### config.mk
export PLATFORM = sky130hd
export DESIGN_NAME = rac_alarm_ctrl
export DESIGN_NICKNAME = d
export VERILOG_FILES = /design/src/rtl/rac_alarm_ctrl.v /design/src/rtl/rac_prescaler.v /design/src/rtl/rac_repeat_ctr.v
export VERILOG_INCLUDE_DIRS = /design/src /design/src/rtl
export SDC_FILE = /design/constraint.sdc
export NUM_CORES = 1
export LEC_CHECK = 0
export ABC_AREA = 0
export BUFFER_PORTS_ARGS = -buffer_cell sky130_fd_sc_hd__buf_2
export CAP_MARGIN = 25
export CORE_ASPECT_RATIO = 1.2
export CORE_MARGIN = 2
export CORE_UTILIZATION = 57
export CTS_CLUSTER_DIAMETER = 150
export DETAILED_ROUTE_END_ITERATION = 6
export GPL_ROUTABILITY_DRIVEN = 0
export PLACE_DENSITY_LB_ADDON = 0.25
export SYNTH_ARGS = -nofsm -noshare
export SYNTH_HDL_FRONTEND = slang
export SYNTH_HIERARCHICAL = 1
export SYNTH_SLANG_ARGS = --single-unit
### constraint.sdc
create_clock -name core_clk -period 4.77 [get_ports core_clk]
set_input_delay 0 -clock core_clk [delete_from_list [all_inputs] [get_ports core_clk]]
set_output_delay 0 -clock core_clk [all_outputs]
set_load 0.005 [all_outputs]
### src/rtl/rac_map.vh
// Purpose: Register map and timing constants of the alarm control block
// Assumes: 40 MHz core clock
// Notes:   Definitions only
`ifndef RAC_MAP_VH
`define RAC_MAP_VH

// ****************************************************************
// Register offsets (byte addresses)
// ****************************************************************
`define RAC_OFF_CTRL      4'h0
`define RAC_OFF_IRQ_STAT  4'h4
`define RAC_OFF_IRQ_EN    4'h8
`define RAC_OFF_IRQ_CLR   4'hc

// ****************************************************************
// Alarm control fields
// ****************************************************************
`define RAC_BIT_ENABLE    15
`define RAC_BIT_WRAP      14
`define RAC_BIT_PIV       13
`define RAC_BIT_UNSAFE    12
`define RAC_INTV_HI       11
`define RAC_INTV_LO       8
`define RAC_RPT_HI        7
`define RAC_RPT_LO        0
`define RAC_RST_ENABLE    1'b0
`define RAC_RST_WRAP      1'b0
`define RAC_RST_PIV       1'b0
`define RAC_RST_INTV      4'h0
`define RAC_RST_RPT       8'h00

// ****************************************************************
// Interval codes
// ****************************************************************
`define RAC_INTV_HALF     4'h0
`define RAC_INTV_SEC      4'h1
`define RAC_INTV_10SEC    4'h2
`define RAC_INTV_MIN      4'h3
`define RAC_INTV_10MIN    4'h4
`define RAC_INTV_HOUR     4'h5
`define RAC_INTV_DAY      4'h6
`define RAC_INTV_WEEK     4'h7
`define RAC_INTV_MONTH    4'h8
`define RAC_INTV_YEAR     4'h9

// ****************************************************************
// Field match inputs
// ****************************************************************
`define RAC_M_HALF        0
`define RAC_M_SEC1        1
`define RAC_M_SEC10       2
`define RAC_M_MIN1        3
`define RAC_M_MIN10       4
`define RAC_M_HOUR        5
`define RAC_M_WDAY        6
`define RAC_M_DAY         7
`define RAC_M_MONTH       8
`define RAC_NMATCH        9

// ****************************************************************
// Interrupts and timing
// ****************************************************************
`define RAC_IRQ_BITS      2
`define RAC_IRQ_EVENT     0
`define RAC_IRQ_DONE      1
`define RAC_CLK_HZ        40000000
`define RAC_HALF_SEC_MS   500
`define RAC_HALF_SEC_CYC  (`RAC_CLK_HZ / 1000 * `RAC_HALF_SEC_MS)
`define RAC_SYNC_WIN_CYC  32

`endif

### src/rtl/rac_alarm_ctrl.v
// Purpose: Alarm control of a real-time clock, Avalon-MM slave
// Assumes: Field match inputs come from core_clk logic
// Notes:   resetn is the power-on reset; sys_reset_n is the rest
//
// Summary of operation
// [RULE1] Enable bit 15 turns alarms on/off
// [RULE2] Wrap set: repeat count rolls 00 to FF
// [RULE3] Wrap clear: repeat count halts at 00
// [RULE4] Disabled: bit 13 sets pulse start level
// [RULE5] Enabled: bit 13 read-only, shows pulse
// [RULE6] Bit 12 flags a read near rollover
// [RULE7] Bit 12 zero only beyond 32 cycles
// [RULE8] Software rereads count until two agree
// [RULE9] Safe read needs reads under 32 cycles
// [RULE10] Bits 11-8 pick half-second to ten-minute period
// [RULE11] Codes 5 to 9: hour to year
// [RULE12] Yearly on February 29: every four years
// [RULE13] Software never uses reserved interval codes
// [RULE14] Event at count 00, no wrap: disable
// [RULE15] Software avoids writes while flag is set
// [RULE16] Only power-on reset clears the control
// [RULE17] Bits 31-16 read as zero
// [RULE18] Each event decrements the repeat count, except at 00 with wrap clear
// [RULE19] Each enabled event toggles the pulse
`include "rac_map.vh"

module rac_alarm_ctrl #(
    parameter HALF_SEC_CYC = `RAC_HALF_SEC_CYC,
    parameter PRE_W        = 25,
    parameter RPT_W        = 8
) (
    input  wire                   core_clk,
    input  wire                   resetn,
    input  wire                   sys_reset_n,
    input  wire [3:0]             avs_address,
    input  wire                   avs_read,
    input  wire                   avs_write,
    input  wire [31:0]            avs_writedata,
    input  wire [3:0]             avs_byteenable,
    output reg  [31:0]            avs_readdata,
    output wire                   avs_waitrequest,
    input  wire [`RAC_NMATCH-1:0] field_match,
    input  wire                   alarm_is_feb29,
    input  wire                   year_is_leap,
    output wire                   half_sec_tick,
    output reg                    alarm_event_r,
    output reg                    alarm_pulse_r,
    output wire                   irq
);

    // ************************************************************
    // Interval decoding
    // ************************************************************
    function [`RAC_NMATCH-1:0] intv_mask;
        input [3:0] code;
        begin
            intv_mask = {`RAC_NMATCH{1'b0}};
            case (code)
                `RAC_INTV_HALF:  intv_mask = 9'h000;  // [RULE10]
                `RAC_INTV_SEC:   intv_mask = 9'h001;
                `RAC_INTV_10SEC: intv_mask = 9'h003;
                `RAC_INTV_MIN:   intv_mask = 9'h007;
                `RAC_INTV_10MIN: intv_mask = 9'h00f;
                `RAC_INTV_HOUR:  intv_mask = 9'h01f;  // [RULE11]
                `RAC_INTV_DAY:   intv_mask = 9'h03f;
                `RAC_INTV_WEEK:  intv_mask = 9'h07f;
                `RAC_INTV_MONTH: intv_mask = 9'h0bf;
                `RAC_INTV_YEAR:  intv_mask = 9'h1bf;
                default:         intv_mask = 9'h1ff;
            endcase
        end
    endfunction

    function intv_legal;
        input [3:0] code;
        begin
            intv_legal = (code <= `RAC_INTV_YEAR);
        end
    endfunction

    // ************************************************************
    // Control state
    // ************************************************************
    reg                 enable_r;
    reg                 wrap_r;
    reg  [3:0]          intv_r;
    reg                 ack_r;
    reg  [`RAC_IRQ_BITS-1:0] stat_r;
    reg  [`RAC_IRQ_BITS-1:0] irq_en_r;
    wire [`RAC_IRQ_BITS-1:0] stat_nxt;
    wire [`RAC_IRQ_BITS-1:0] irq_src;
    wire [RPT_W-1:0]    rpt_count;
    wire                rpt_zero;
    wire                near_roll;
    wire                match_ok;
    wire                leap_ok;
    wire                evt;
    wire                auto_off;
    wire                req;
    wire                wr_go;
    wire                wr_ctrl;
    wire                wr_hi;
    wire                wr_lo;
    wire                wr_en;
    wire                wr_clr;
    wire [31:0]         ctrl_word;

    // ************************************************************
    // Time base and repeat counter
    // ************************************************************
    rac_prescaler #(
        .HALF_SEC_CYC (HALF_SEC_CYC),
        .CNT_W        (PRE_W),
        .SYNC_WIN     (`RAC_SYNC_WIN_CYC)
    ) u_pre (
        .core_clk     (core_clk),
        .resetn       (resetn),
        .half_tick_r  (half_sec_tick),
        .near_roll_r  (near_roll)
    );

    rac_repeat_ctr #(
        .W            (RPT_W)
    ) u_rpt (
        .core_clk     (core_clk),
        .resetn       (resetn),
        .load         (wr_lo),
        .load_val     (avs_writedata[RPT_W-1:0]),
        .step         (evt),
        .wrap         (wrap_r),
        .count_r      (rpt_count),
        .at_zero      (rpt_zero)
    );

    // ************************************************************
    // Alarm event
    // ************************************************************
    assign match_ok = &(field_match | ~intv_mask(intv_r));

    // Feb 29 alarm date only matches in leap years
    assign leap_ok = (intv_r != `RAC_INTV_YEAR) || !alarm_is_feb29
                   || year_is_leap;  // [RULE12]

    // Reserved codes never fire rather than pick a random period
    assign evt = half_sec_tick && enable_r && match_ok
               && leap_ok && intv_legal(intv_r);  // [RULE1]

    assign auto_off = evt && rpt_zero && !wrap_r;  // [RULE14]

    // ************************************************************
    // Bus decode
    // ************************************************************
    // One wait cycle so read data come from a register
    assign req             = avs_read || avs_write;
    assign avs_waitrequest = req && !ack_r;
    assign wr_go   = avs_write && ack_r;
    assign wr_ctrl = wr_go && (avs_address == `RAC_OFF_CTRL);
    assign wr_hi   = wr_ctrl && avs_byteenable[1];
    assign wr_lo   = wr_ctrl && avs_byteenable[0];
    assign wr_en   = wr_go && (avs_address == `RAC_OFF_IRQ_EN)
                   && avs_byteenable[0];
    assign wr_clr  = wr_go && (avs_address == `RAC_OFF_IRQ_CLR)
                   && avs_byteenable[0];

    assign ctrl_word = {16'h0000,  // [RULE17]
                        enable_r,
                        wrap_r,
                        alarm_pulse_r,  // [RULE5]
                        near_roll,  // [RULE6]
                        intv_r,
                        rpt_count};

    always @(posedge core_clk or negedge resetn)
    begin
        if (!resetn)
        begin
            ack_r        <= 1'b0;
            avs_readdata <= 32'h0000_0000;
        end
        else if (!sys_reset_n)
        begin
            ack_r        <= 1'b0;
            avs_readdata <= 32'h0000_0000;
        end
        else
        begin
            ack_r <= req && !ack_r;
            if (avs_read && !ack_r)
            begin
                case (avs_address)
                    `RAC_OFF_CTRL:
                        avs_readdata <= ctrl_word;
                    `RAC_OFF_IRQ_STAT:
                        avs_readdata <= {{(32-`RAC_IRQ_BITS){1'b0}},
                                         stat_r};
                    `RAC_OFF_IRQ_EN:
                        avs_readdata <= {{(32-`RAC_IRQ_BITS){1'b0}},
                                         irq_en_r};
                    default:
                        avs_readdata <= 32'h0000_0000;
                endcase
            end
        end
    end

    // ************************************************************
    // Alarm control register
    // ************************************************************
    // Only the power-on reset touches these fields
    always @(posedge core_clk or negedge resetn)
    begin
        if (!resetn)  // [RULE16]
        begin
            enable_r <= `RAC_RST_ENABLE;
            wrap_r   <= `RAC_RST_WRAP;
            intv_r   <= `RAC_RST_INTV;
        end
        else
        begin
            if (auto_off)
                enable_r <= 1'b0;  // [RULE14]
            else if (wr_hi)
                enable_r <= avs_writedata[`RAC_BIT_ENABLE];  // [RULE1]
            if (wr_hi)
            begin
                wrap_r <= avs_writedata[`RAC_BIT_WRAP];
                intv_r <= avs_writedata[`RAC_INTV_HI:`RAC_INTV_LO];
            end
        end
    end

    // ************************************************************
    // Alarm pulse
    // ************************************************************
    // Write and event are exclusive: one needs enable low, one high
    always @(posedge core_clk or negedge resetn)
    begin
        if (!resetn)
            alarm_pulse_r <= `RAC_RST_PIV;
        else if (wr_hi && !enable_r)
            alarm_pulse_r <= avs_writedata[`RAC_BIT_PIV];  // [RULE4]
        else if (evt)
            alarm_pulse_r <= ~alarm_pulse_r;  // [RULE19]
    end

    always @(posedge core_clk or negedge resetn)
    begin
        if (!resetn)
            alarm_event_r <= 1'b0;
        else if (!sys_reset_n)
            alarm_event_r <= 1'b0;
        else
            alarm_event_r <= evt;
    end

    // ************************************************************
    // Interrupts
    // ************************************************************
    assign irq_src[`RAC_IRQ_EVENT] = evt;
    assign irq_src[`RAC_IRQ_DONE]  = auto_off;

    // New event wins over a clear in the same cycle
    genvar gi;
    generate
        for (gi = 0; gi < `RAC_IRQ_BITS; gi = gi + 1)
        begin : g_stat
            assign stat_nxt[gi] = irq_src[gi]
                || (stat_r[gi] && !(wr_clr && avs_writedata[gi]));
        end
    endgenerate

    always @(posedge core_clk or negedge resetn)
    begin
        if (!resetn)
        begin
            stat_r   <= {`RAC_IRQ_BITS{1'b0}};
            irq_en_r <= {`RAC_IRQ_BITS{1'b0}};
        end
        else if (!sys_reset_n)
        begin
            stat_r   <= {`RAC_IRQ_BITS{1'b0}};
            irq_en_r <= {`RAC_IRQ_BITS{1'b0}};
        end
        else
        begin
            stat_r <= stat_nxt;
            if (wr_en)
                irq_en_r <= avs_writedata[`RAC_IRQ_BITS-1:0];
        end
    end

    assign irq = |(stat_r & irq_en_r);

endmodule // rac_alarm_ctrl

### src/rtl/rac_prescaler.v
// Purpose: Half-second prescaler with rollover-near flag
// Assumes: Single core clock
// Notes:   Flag high while fewer than SYNC_WIN cycles remain
`include "rac_map.vh"

module rac_prescaler #(
    parameter HALF_SEC_CYC = `RAC_HALF_SEC_CYC,
    parameter CNT_W        = 25,
    parameter SYNC_WIN     = `RAC_SYNC_WIN_CYC
) (
    input  wire             core_clk,
    input  wire             resetn,
    output reg              half_tick_r,
    output reg              near_roll_r
);
    localparam [31:0] RELOAD32 = HALF_SEC_CYC - 1;
    localparam [31:0] WIN32    = SYNC_WIN;

    reg  [CNT_W-1:0] cnt_r;
    wire [CNT_W-1:0] cnt_nxt;

    assign cnt_nxt = (cnt_r == {CNT_W{1'b0}}) ? RELOAD32[CNT_W-1:0]
                   : cnt_r - {{(CNT_W-1){1'b0}}, 1'b1};

    always @(posedge core_clk or negedge resetn)
    begin
        if (!resetn)
        begin
            cnt_r       <= RELOAD32[CNT_W-1:0];
            half_tick_r <= 1'b0;
            near_roll_r <= 1'b0;
        end
        else
        begin
            cnt_r       <= cnt_nxt;
            half_tick_r <= (cnt_nxt == {CNT_W{1'b0}});
            near_roll_r <= (cnt_nxt < WIN32[CNT_W-1:0]); // [RULE6] [RULE7]
        end
    end
endmodule // rac_prescaler

### src/rtl/rac_repeat_ctr.v
// Purpose: Alarm repeat down-counter
// Assumes: load and step are single-cycle strobes
// Notes:   Load wins over step in the same cycle
`include "rac_map.vh"

module rac_repeat_ctr #(
    parameter W = 8
) (
    input  wire         core_clk,
    input  wire         resetn,
    input  wire         load,
    input  wire [W-1:0] load_val,
    input  wire         step,
    input  wire         wrap,
    output reg  [W-1:0] count_r,
    output wire         at_zero
);
    assign at_zero = (count_r == {W{1'b0}});

    always @(posedge core_clk or negedge resetn)
    begin
        if (!resetn)
            count_r <= `RAC_RST_RPT;
        else if (load)
            count_r <= load_val;
        else if (step && (!at_zero || wrap))  // [RULE2] [RULE3] [RULE18]
            count_r <= count_r - {{(W-1){1'b0}}, 1'b1};
    end
endmodule // rac_repeat_ctr

-- Word-level counts from Yosys, hierarchy flattened
Memories as Yosys holds them, arrays and structs flattened.
Cells that the tools add are included.
- register bits after elaboration: 80
- bits in read-only memories: 144
- bits of input ports: 56
- output and inout bits: 37
- word-level logic and storage cells: 87
- memories kept: 1
- memory list (memory ; depth ; width ; rd ports ; clocked after memory_dff ; wr ports ; RTL line ; text):
    (name not given) ; 16 ; 9 ; 1 ; 0 ; 0 ; rac_alarm_ctrl.v:58 ; case (code)
- add/sub/neg operators: 2
- $lt $le $gt $ge: 2
- eq/ne operators: 6
- multiplexer cells: 15
- bitwise operators: 4
- reductions and logical operators: 44
- operators by type and width (operator ; count):
    two-way mux 32 bit ; 2
    zero test 25 bit ; 2
    case mux 16 bit (3 select lines) ; 1
    less-than comparator 25 x 6 -> 1 bit, second input constant ; 1
    two-way mux 25 bit ; 1
    subtractor 25 x 1 -> 25 bit, second input constant ; 1
    logical AND 1 bit ; 22
    two-way mux 8 bit ; 2
    NOT 9 bit ; 1
    OR 9 bit ; 1
    AND reduction 9 bit ; 1
    equality test 4 bit, second input constant ; 2
    zero test 8 bit ; 1
    subtractor 8 x 1 -> 8 bit, second input constant ; 1
    zero test 1 bit ; 7
    logical OR 1 bit ; 6
    two-way mux 1 bit ; 6
    two-way mux 2 bit ; 3
    nonzero test 2 bit ; 3
    equality test 4 x 3 -> 1 bit, second input constant ; 1
    less-or-equal comparator 4 bit, second input constant ; 1
    zero test 4 bit ; 1
    inequality test 2 x 1 -> 1 bit, second input constant ; 2
    inequality test 4 bit, second input constant ; 1
    other kinds (3) ; 3

-- Longest topological paths before layout
Gate-level depths: netlist (run 1).
An unclocked memory read counts as a cell.
- depth in word-level cells: 11
- depth in mapped cells: 9
- depth with buffers taken out: 8

-- By module
Netlist (run 1), hierarchy kept.
- modules (own cells, without submodules) (module ; instances ; cells each ; area an instance (um^2) ; sequential area each (um^2)):
    rac_prescaler ; 1 ; 158 ; 1492.7 ; 694.4
    rac_alarm_ctrl ; 1 ; 133 ; 1467.7 ; 725.7
    rac_repeat_ctr ; 1 ; 57 ; 546.8 ; 200.2

-- Worst setup path before layout (run 1)
OpenSTA, ideal clock, no wires.
- path kind: register -> register
- start: register u_pre.cnt_r[17]
- end: register u_pre.half_tick_r
- library setup time: 0.120 ns
- data arrival time: 2.482 ns
- data required time: 4.650 ns
- slack: 2.168 ns
- cell stages (with the launch flop): 9
- path buffers: 2
- clock period less this slack: 2.602 ns
- cells stage by stage: dfrtp_1 > or4_4 > or4_4 > buf_6 > or4_4 > buf_6 > and3_4 > nand4b_2 > nor3_1
- word-level cells in the longest chain between the ends: 3
- elaborated cells on any way between the ends: 4
- classes of those cells: add/sub: 1; mux: 1; reduce/logical: 2
- ends and longest elaborated chain (what ; RTL line ; text):
    start, declared ; rac_prescaler.v:19 ; reg [CNT_W-1:0] cnt_r;
    start signal, assigned ; rac_prescaler.v:29 ; cnt_r <= RELOAD32[CNT_W-1:0];
    start signal, assigned ; rac_prescaler.v:35 ; cnt_r <= cnt_nxt;
    subtractor 25 x 1 -> 25 bit / zero test 25 bit (equally long branches) ; rac_prescaler.v:23, rac_prescaler.v:22 ;
    two-way mux 25 bit (*) ; rac_prescaler.v:22 ; assign cnt_nxt = (cnt_r == {CNT_W{1'b0}}) ? RELOAD32[CNT_W-1:0]
    zero test 25 bit (*) ; rac_prescaler.v:36 ; half_tick_r <= (cnt_nxt == {CNT_W{1'b0}});
    end signal, assigned ; rac_prescaler.v:36 ;
    end, declared ; rac_prescaler.v:13 ; output reg half_tick_r,
Mark *: on every way between the ends. The rest lies on a longest branch, timed or not.
A chain may end at the register's enable or synchronous reset.

-- Worst setup path after layout (run 1)
- start: register u_pre.cnt_r[0]
- end: register u_pre.half_tick_r
The elaborated chain is that of the path after synthesis.

==> flow_summary.json, run 1 <==
{
  "outcome": "finished clean",
  "place_area_um2": 3780,
  "timing.final.crit_period_ns": 2.70,
  "track_usage_pct": 22.4,
  "cp-start-kind": "flip-flop",
  "path_clk_slew_ns": 0.07,
  "nNetsFinal": 482,
  "r2r_end": "u_pre/half_tick_r",
  "die_w_um": 75.6,
  "clkSinkCount": 64,
  "rsz0062_at_grt": "false",
  "maxCapViolCount": 0,
  "crit_required_ns": 5.02,
  "fin_tns_setup_ns": 0,
  "routed_wl_mm": 7.14,
  "hpwl_mm": 4.87,
  "core_um2": 6010,
  "htreeDepth": 3,
  "worst_slew_pin_slew_ns": 0.888,
  "end_kind": "flip-flop",
  "setup_slack_ns": 2.07,
  "timing.final.crit_share_pct": 56.6,
  "pre_cts_slack_ns": 2.09,
  "routedWlPerCell_um": 14.0,
  "die_h_um": 89.9,
  "dp_cells": 476,
  "nFillCells": 458,
  "via_count": 2792,
  "synth_area_um2": 3510,
  "r2r_slack_ns": 2.07,
  "synthCells": 348,
  "critPathKind": "flip-flop to flip-flop",
  "r2r_start": "u_pre/cnt_r[0]",
  "cts_resized": 0,
  "path_max_fanout": 8,
  "cts_made_buffers": 9,
  "drt-vias-per-instance": 5.49,
  "antenna_found_initial": 0,
  "hold_slack_ns": 0.0622,
  "layout-drive-gt1-share_pct": 27.4,
  "dieArea_um2": 6800,
  "hold_depth": 4,
  "synth_ff_type": "dfrtp_1",
  "finClkSkew_ns": 0.0151,
  "synth_seq_area_share_pct": 46.2,
  "cts_tree": "built",
  "power_density_nw_per_um2": 282,
  "worstHoldPathType": "input port to flip-flop",
  "synth_top_area_share_pct": 35.0,
  "num_io_pins": 93,
  "cp.arrival_ns": 2.94,
  "synth_seq_cells": 64,
  "area_delta_synth_final_pct": 18.6,
  "async_flop_share_pct": 100,
  "clk_latency_ns": 0.34,
  "io_buffers": 57,
  "drcViolationCount": 0,
  "dr.pass1.iters": 4,
  "max_freq_ghz": 0.371,
  "reg2reg_depth": 8,
  "report.final.hold_viol_count": 0,
  "stdcell_count": 509,
  "grt_pass1_vias": 2613,
  "grt_start_max_net_pins": 65,
  "setup_viol": 0,
  "ctsHoldBuffers": 17,
  "max_slew_margin_pct": 40.3,
  "diodes": 0,
  "synth_top_area_cell": "dfrtp_1",
  "synth_common_cells": "dfrtp_1, nor2_1, nand2_1",
  "p_leak_nw": 1.95,
  "postRouteAntennaNets": 0,
  "grt_pass1_wl_mm": 11.9,
  "grt.overflow.total": 0,
  "yosysWarningCount": 6,
  "start_util_pct": 58.3,
  "syn_area_per_cell_um2": 10.1,
  "cts_setup_buffers": 0,
  "yosysMostFrequentCell": "dfrtp_1",
  "fp-row-count": 31,
  "root_buffer": "clkbuf_8",
  "ys_top_cells_by_area": "dfrtp_1, dfstp_2, a22o_1",
  "peakVddDrop_uv": 170,
  "drt_iter0_markers": 116,
  "maxSlewViolCount": 0,
  "synth_cell_type_count": 63,
  "whs_endpoint": "ack_r",
  "clk_path_buf_depth": 2,
  "fin_area_um2": 4160,
  "synth_edf_count": 0,
  "min_from": "avs_write"
}
cell families (layout without fill, tap and decap cells):
kind of cell             count (synthesis)  after routing  share of synthesized area [%]
AO/OA/AOI/OAI                           59             59                           12.4
XOR/XNOR                                22             22                           5.49
adder cells (fa/ha/maj)                  4              4                           1.43
buffers and inverters                   40            104                           6.71
flip-flops                              64             64                           46.2
multiplexers                            12             12                           3.67
other                                    1             16                          0.107
AND/OR/NAND/NOR                        146            146                           24.0
through the flow:
step | util [%] | total power, mW
after floorplan | - | 0.654
after global placement | 62.9 | 0.685
after detailed placement | 62.9 | 0.688
after CTS | 69.2 | 1.18
after global routing | 69.2 | 1.22
final | 69.2 | 1.17
critical path, cell delays in order, from the launching register on:
cell      delay, ns
dfstp_2        0.40
inv_1          0.08
ha_1           0.32
nor4b_1        0.62
nand2_1        0.35
o21ai_0        0.27
and4b_1        0.24
nand4b_2       0.12
nor3_1         0.20
power breakdown:
group | total [mW] | switching, mW | leakage (nW) | internal [mW]
combinational | 0.106 | 0.0522 | 1.02 | 0.0538
clock | 0.483 | 0.198 | 0.103 | 0.285
sequential | 0.583 | 0.0256 | 0.827 | 0.558
total | 1.17 | 0.276 | 1.95 | 0.897
state kept, by name, indices dropped and copies added, names as in the netlist:
name               count
u_pre/cnt_r           25
avs_readdata          16
u_rpt/count_r          8
intv_r                 4
irq_en_r               2
stat_r                 2
ack_r                  1
alarm_event_r          1
alarm_pulse_r          1
enable_r               1
u_pre/half_tick_r      1
u_pre/near_roll_r      1
wrap_r                 1
how the worst max path moves through the flow:
| stage | to | slack, ns | cells past startpoint | startpoint |
|---|---|---|---|---|
| 2_1_floorplan | u_pre/half_tick_r | 2.17 | 8 | u_pre/cnt_r[17] |
| 3_3_place_gp | u_pre/half_tick_r | 2.11 | 6 | u_pre/cnt_r[17] |
| 3_5_place_dp | u_pre/half_tick_r | 2.09 | 6 | u_pre/cnt_r[17] |
| 4_1_cts | u_pre/half_tick_r | 2.09 | 6 | u_pre/cnt_r[17] |
| 5_1_grt | u_pre/half_tick_r | 1.81 | 8 | u_pre/cnt_r[0] |
| 6_report | u_pre/half_tick_r | 2.07 | 8 | u_pre/cnt_r[0] |
per-layer routing:
layer / vias to the layer above / wire (um) / GRT usage [%]
li1: 1358 / - / -
met1: 1347 / 3170 / 29.1
met2: 74 / 3500 / 35.6
met3: 13 / 318 / 3.70
met4: 0 / 153 / 10.5
met5: - / 0 / 0
placed cells by master (no fill, tap or decap), types with 4 or more instances in the layout:
| master | Yosys | layout |
|---|---|---|
| dfstp_2 | 15 | 15 |
| clkbuf_8 | 0 | 12 |
| dlygate4sd3_1 | 0 | 17 |
| o21ai_0 | 10 | 10 |
| nor3_1 | 13 | 13 |
| nor2_1 | 35 | 35 |
| mux2i_1 | 5 | 5 |
| nand2_1 | 33 | 33 |
| and3_1 | 4 | 4 |
| buf_2 | 2 | 57 |
| a31oi_1 | 4 | 4 |
| nand3_1 | 7 | 7 |
| xnor2_1 | 15 | 15 |
| nor4_1 | 5 | 5 |
| conb_1 | 1 | 16 |
| ha_1 | 4 | 4 |
| a22o_1 | 15 | 15 |
| or4_1 | 4 | 4 |
| nand4_1 | 7 | 7 |
| a21oi_1 | 8 | 8 |
| mux2_2 | 7 | 7 |
| and2_1 | 4 | 4 |
| inv_1 | 11 | 11 |
| xor2_1 | 7 | 7 |
| dfrtp_1 | 49 | 49 |
| nor2b_1 | 6 | 6 |
cell type report:
type,count,area [um2],share of cell area [%]
clock inverter,2,37.5,0.902
inverter,11,41.3,0.992
multi-input combinational,259,1710,41.1
clock buffer,14,173,4.15
tap,82,103,2.47
timing repair buffer,77,478,11.5
sequential,64,1620,38.9
(Power assumes the default switching activity.)
==> inputs of run 2 (changes only) <==
Settings changed: CORE_UTILIZATION 57 to 48.
Clock period 4.77 ns to 2.2 ns, I/O delays scaled along.
==> run 2 against run 1 <==
The run now ends with negative setup slack left. Global-route usage down 0.79 points. Die area up 18%. Setup slack worse by 2.2 ns. Total power up 120%. Maximum frequency up 16%. Critical endpoint is now u_rpt/count_r[3].
==> flow_summary.json, run 2 (synthesized netlist as in run 1, its figures left out) <==
{
  "violations": "negative setup slack",
  "largestRegisters": "u_pre/cnt_r x25, avs_readdata x16, u_rpt/count_r x8",
  "largest_register": "u_pre/cnt_r",
  "num_io_pins": 93,
  "nNetsFinal": 530,
  "track_usage_pct": 21.6,
  "hold_slack_ns": 0.0451,
  "clkSinkCount": 64,
  "grt_pass1_vias": 2948,
  "via_count": 3006,
  "stdcell_count": 565,
  "peakVddDrop_uv": 347,
  "largest_reg_flops": 25,
  "critPathKind": "flip-flop to flip-flop",
  "drt-vias-per-instance": 5.32,
  "timing.final.crit_period_ns": 2.32,
  "path_delay_family": "simple AND/OR/NAND/NOR gates",
  "cp.arrival_ns": 2.53,
  "reg2reg_depth": 8,
  "r2r_slack_ns": -0.12,
  "die_w_um": 82.0,
  "grt_use_met1_pct": 27.2,
  "cts_tree": "built",
  "max_slew_margin_pct": 61.2,
  "die_h_um": 97.6,
  "whs_endpoint": "avs_readdata[0]",
  "hpwl_mm": 5.90,
  "outcome": "finished with violations",
  "routedWlPerCell_um": 14.9,
  "fin_tns_setup_ns": -0.843,
  "critPathSlowestCell": "or4b_4",
  "antenna_found_initial": 0,
  "crit_chain": "or4b_1 > a21boi_1 > o31a_2 > nor3_4 > or4b_4 > a21oi_4 > xor2_1 > mux2_2",
  "pre_cts_slack_ns": -0.109,
  "dr.pass1.iters": 4,
  "drt_iter0_markers": 107,
  "use_met3_pct": 4.74,
  "worst_slew_pin_slew_ns": 0.583,
  "dieArea_um2": 8010,
  "grt_start_max_net_pins": 41,
  "crit_buf_inv": 0,
  "drcViolationCount": 0,
  "cts_made_buffers": 9,
  "io_buffers": 57,
  "clk_latency_ns": 0.34,
  "area_delta_synth_final_pct": 32.5,
  "utilization_pct": 65.0,
  "dp_cells": 526,
  "report.final.hold_viol_count": 0,
  "layout-drive-gt1-share_pct": 37.7,
  "core_um2": 7150,
  "path_clk_slew_ns": 0.07,
  "crit_required_ns": 2.41,
  "r2r_end": "u_rpt/count_r[3]",
  "timing.final.crit_share_pct": 105,
  "end_kind": "flip-flop",
  "setup_viol": 21,
  "p_leak_nw": 2.25,
  "rsz0062_at_grt": "true",
  "max_freq_ghz": 0.432,
  "clk_path_buf_depth": 2,
  "start_util_pct": 49.1,
  "root_buffer": "clkbuf_8",
  "diodes": 0,
  "maxSlewViolCount": 0,
  "max_stage_delay_ns": 0.52,
  "power_density_nw_per_um2": 551,
  "grt.overflow.total": 0,
  "layout_commonest_cell": "buf_2",
  "r2r_start": "intv_r[2]",
  "worstHoldPathType": "input port to flip-flop",
  "htreeDepth": 3,
  "mostFrequentLayoutCells": "buf_2, dfrtp_1, buf_4",
  "cp-start-kind": "flip-flop",
  "postRouteAntennaNets": 0,
  "finClkSkew_ns": 0.0173,
  "grt_busiest_layer": "met2",
  "fp-row-count": 34,
  "setup_slack_ns": -0.117,
  "gr-usage-met2_pct": 36.3,
  "path_max_fanout": 5,
  "grt_pass1_wl_mm": 13.4,
  "hold_depth": 4,
  "min_from": "avs_address[0]",
  "maxCapViolCount": 0,
  "routed_wl_mm": 8.40
}
## run 2: cell count changes in the layout (fill, tap and decap cells not counted), moves of 3 or more
| cell | delta |
|---|---|
| buf_6 | +4 |
| dfrtp_1 | -3 |
| a21oi_1 | -3 |
| dfrtp_2 | +3 |
| buf_4 | +43 |
| clkinv_2 | +3 |
## run 2: routing by layer
layer  up-vias  part of all wire [%]  routed length, um
li1       1453                     -                  -
met1      1468                    43               3620
met2        77                    51               4280
met3         8                   5.0                420
met4         0                  0.95                 80
met5         -                     0                  0
## run 2: metrics by stage
step	power, mW	cell area, um2
5_1_grt	2.69	4650
3_5_place_dp	1.52	4140
2_1_floorplan	1.42	3590
6_report	2.56	4650
4_1_cts	2.57	4590
3_3_place_gp	1.51	4140
## run 2: repair_timing
item                                   4_1_cts  5_1_grt
buffers inserted                             3        3
gates resized for setup                     15        8
hold buffers                                17        0
pin swaps                                    7        3
setup endpoints to repair                   31       33
endpoints found under the hold margin       43        0
## run 2: cell type report
type	instances	area, um2
Inverter	11	41.3
Timing Repair Buffer	125	866
Sequential cell	64	1620
Clock inverter	4	45.0
Clock buffer	12	145
Tap cell	90	113
Fill cell	586	2500
Multi-Input combinational cell	259	1810
## run 2: worst register-to-register path, cell delays in order, from the launching register on
cell and delay, ns:
dfrtp_2 0.44, or4b_1 0.13, a21boi_1 0.06, o31a_2 0.32, nor3_4 0.21, or4b_4 0.52, a21oi_4 0.16, xor2_1 0.09
mux2_2 0.28
## run 2: power by group
part           leakage, nW  total [mW]  switching (mW)  internal (mW)
registers            0.822        1.27          0.0547           1.21
clock network        0.100       0.993           0.444          0.550
logic                 1.32       0.301           0.146          0.155
total                 2.25        2.56           0.644           1.92
## run 2: worst max-delay path by stage
| stage | depth (start not counted) | endpoint | start |
|---|---|---|---|
| floorplan | 8 | u_pre/half_tick_r | u_pre/cnt_r[13] |
| global placement | 6 | u_pre/cnt_r[19] | u_pre/cnt_r[13] |
| detailed placement | 6 | u_pre/half_tick_r | u_pre/cnt_r[13] |
| CTS | 6 | u_pre/half_tick_r | u_pre/cnt_r[13] |
| global route | 8 | u_rpt/count_r[3] | intv_r[2] |
| finish | 8 | u_rpt/count_r[3] | intv_r[2] |
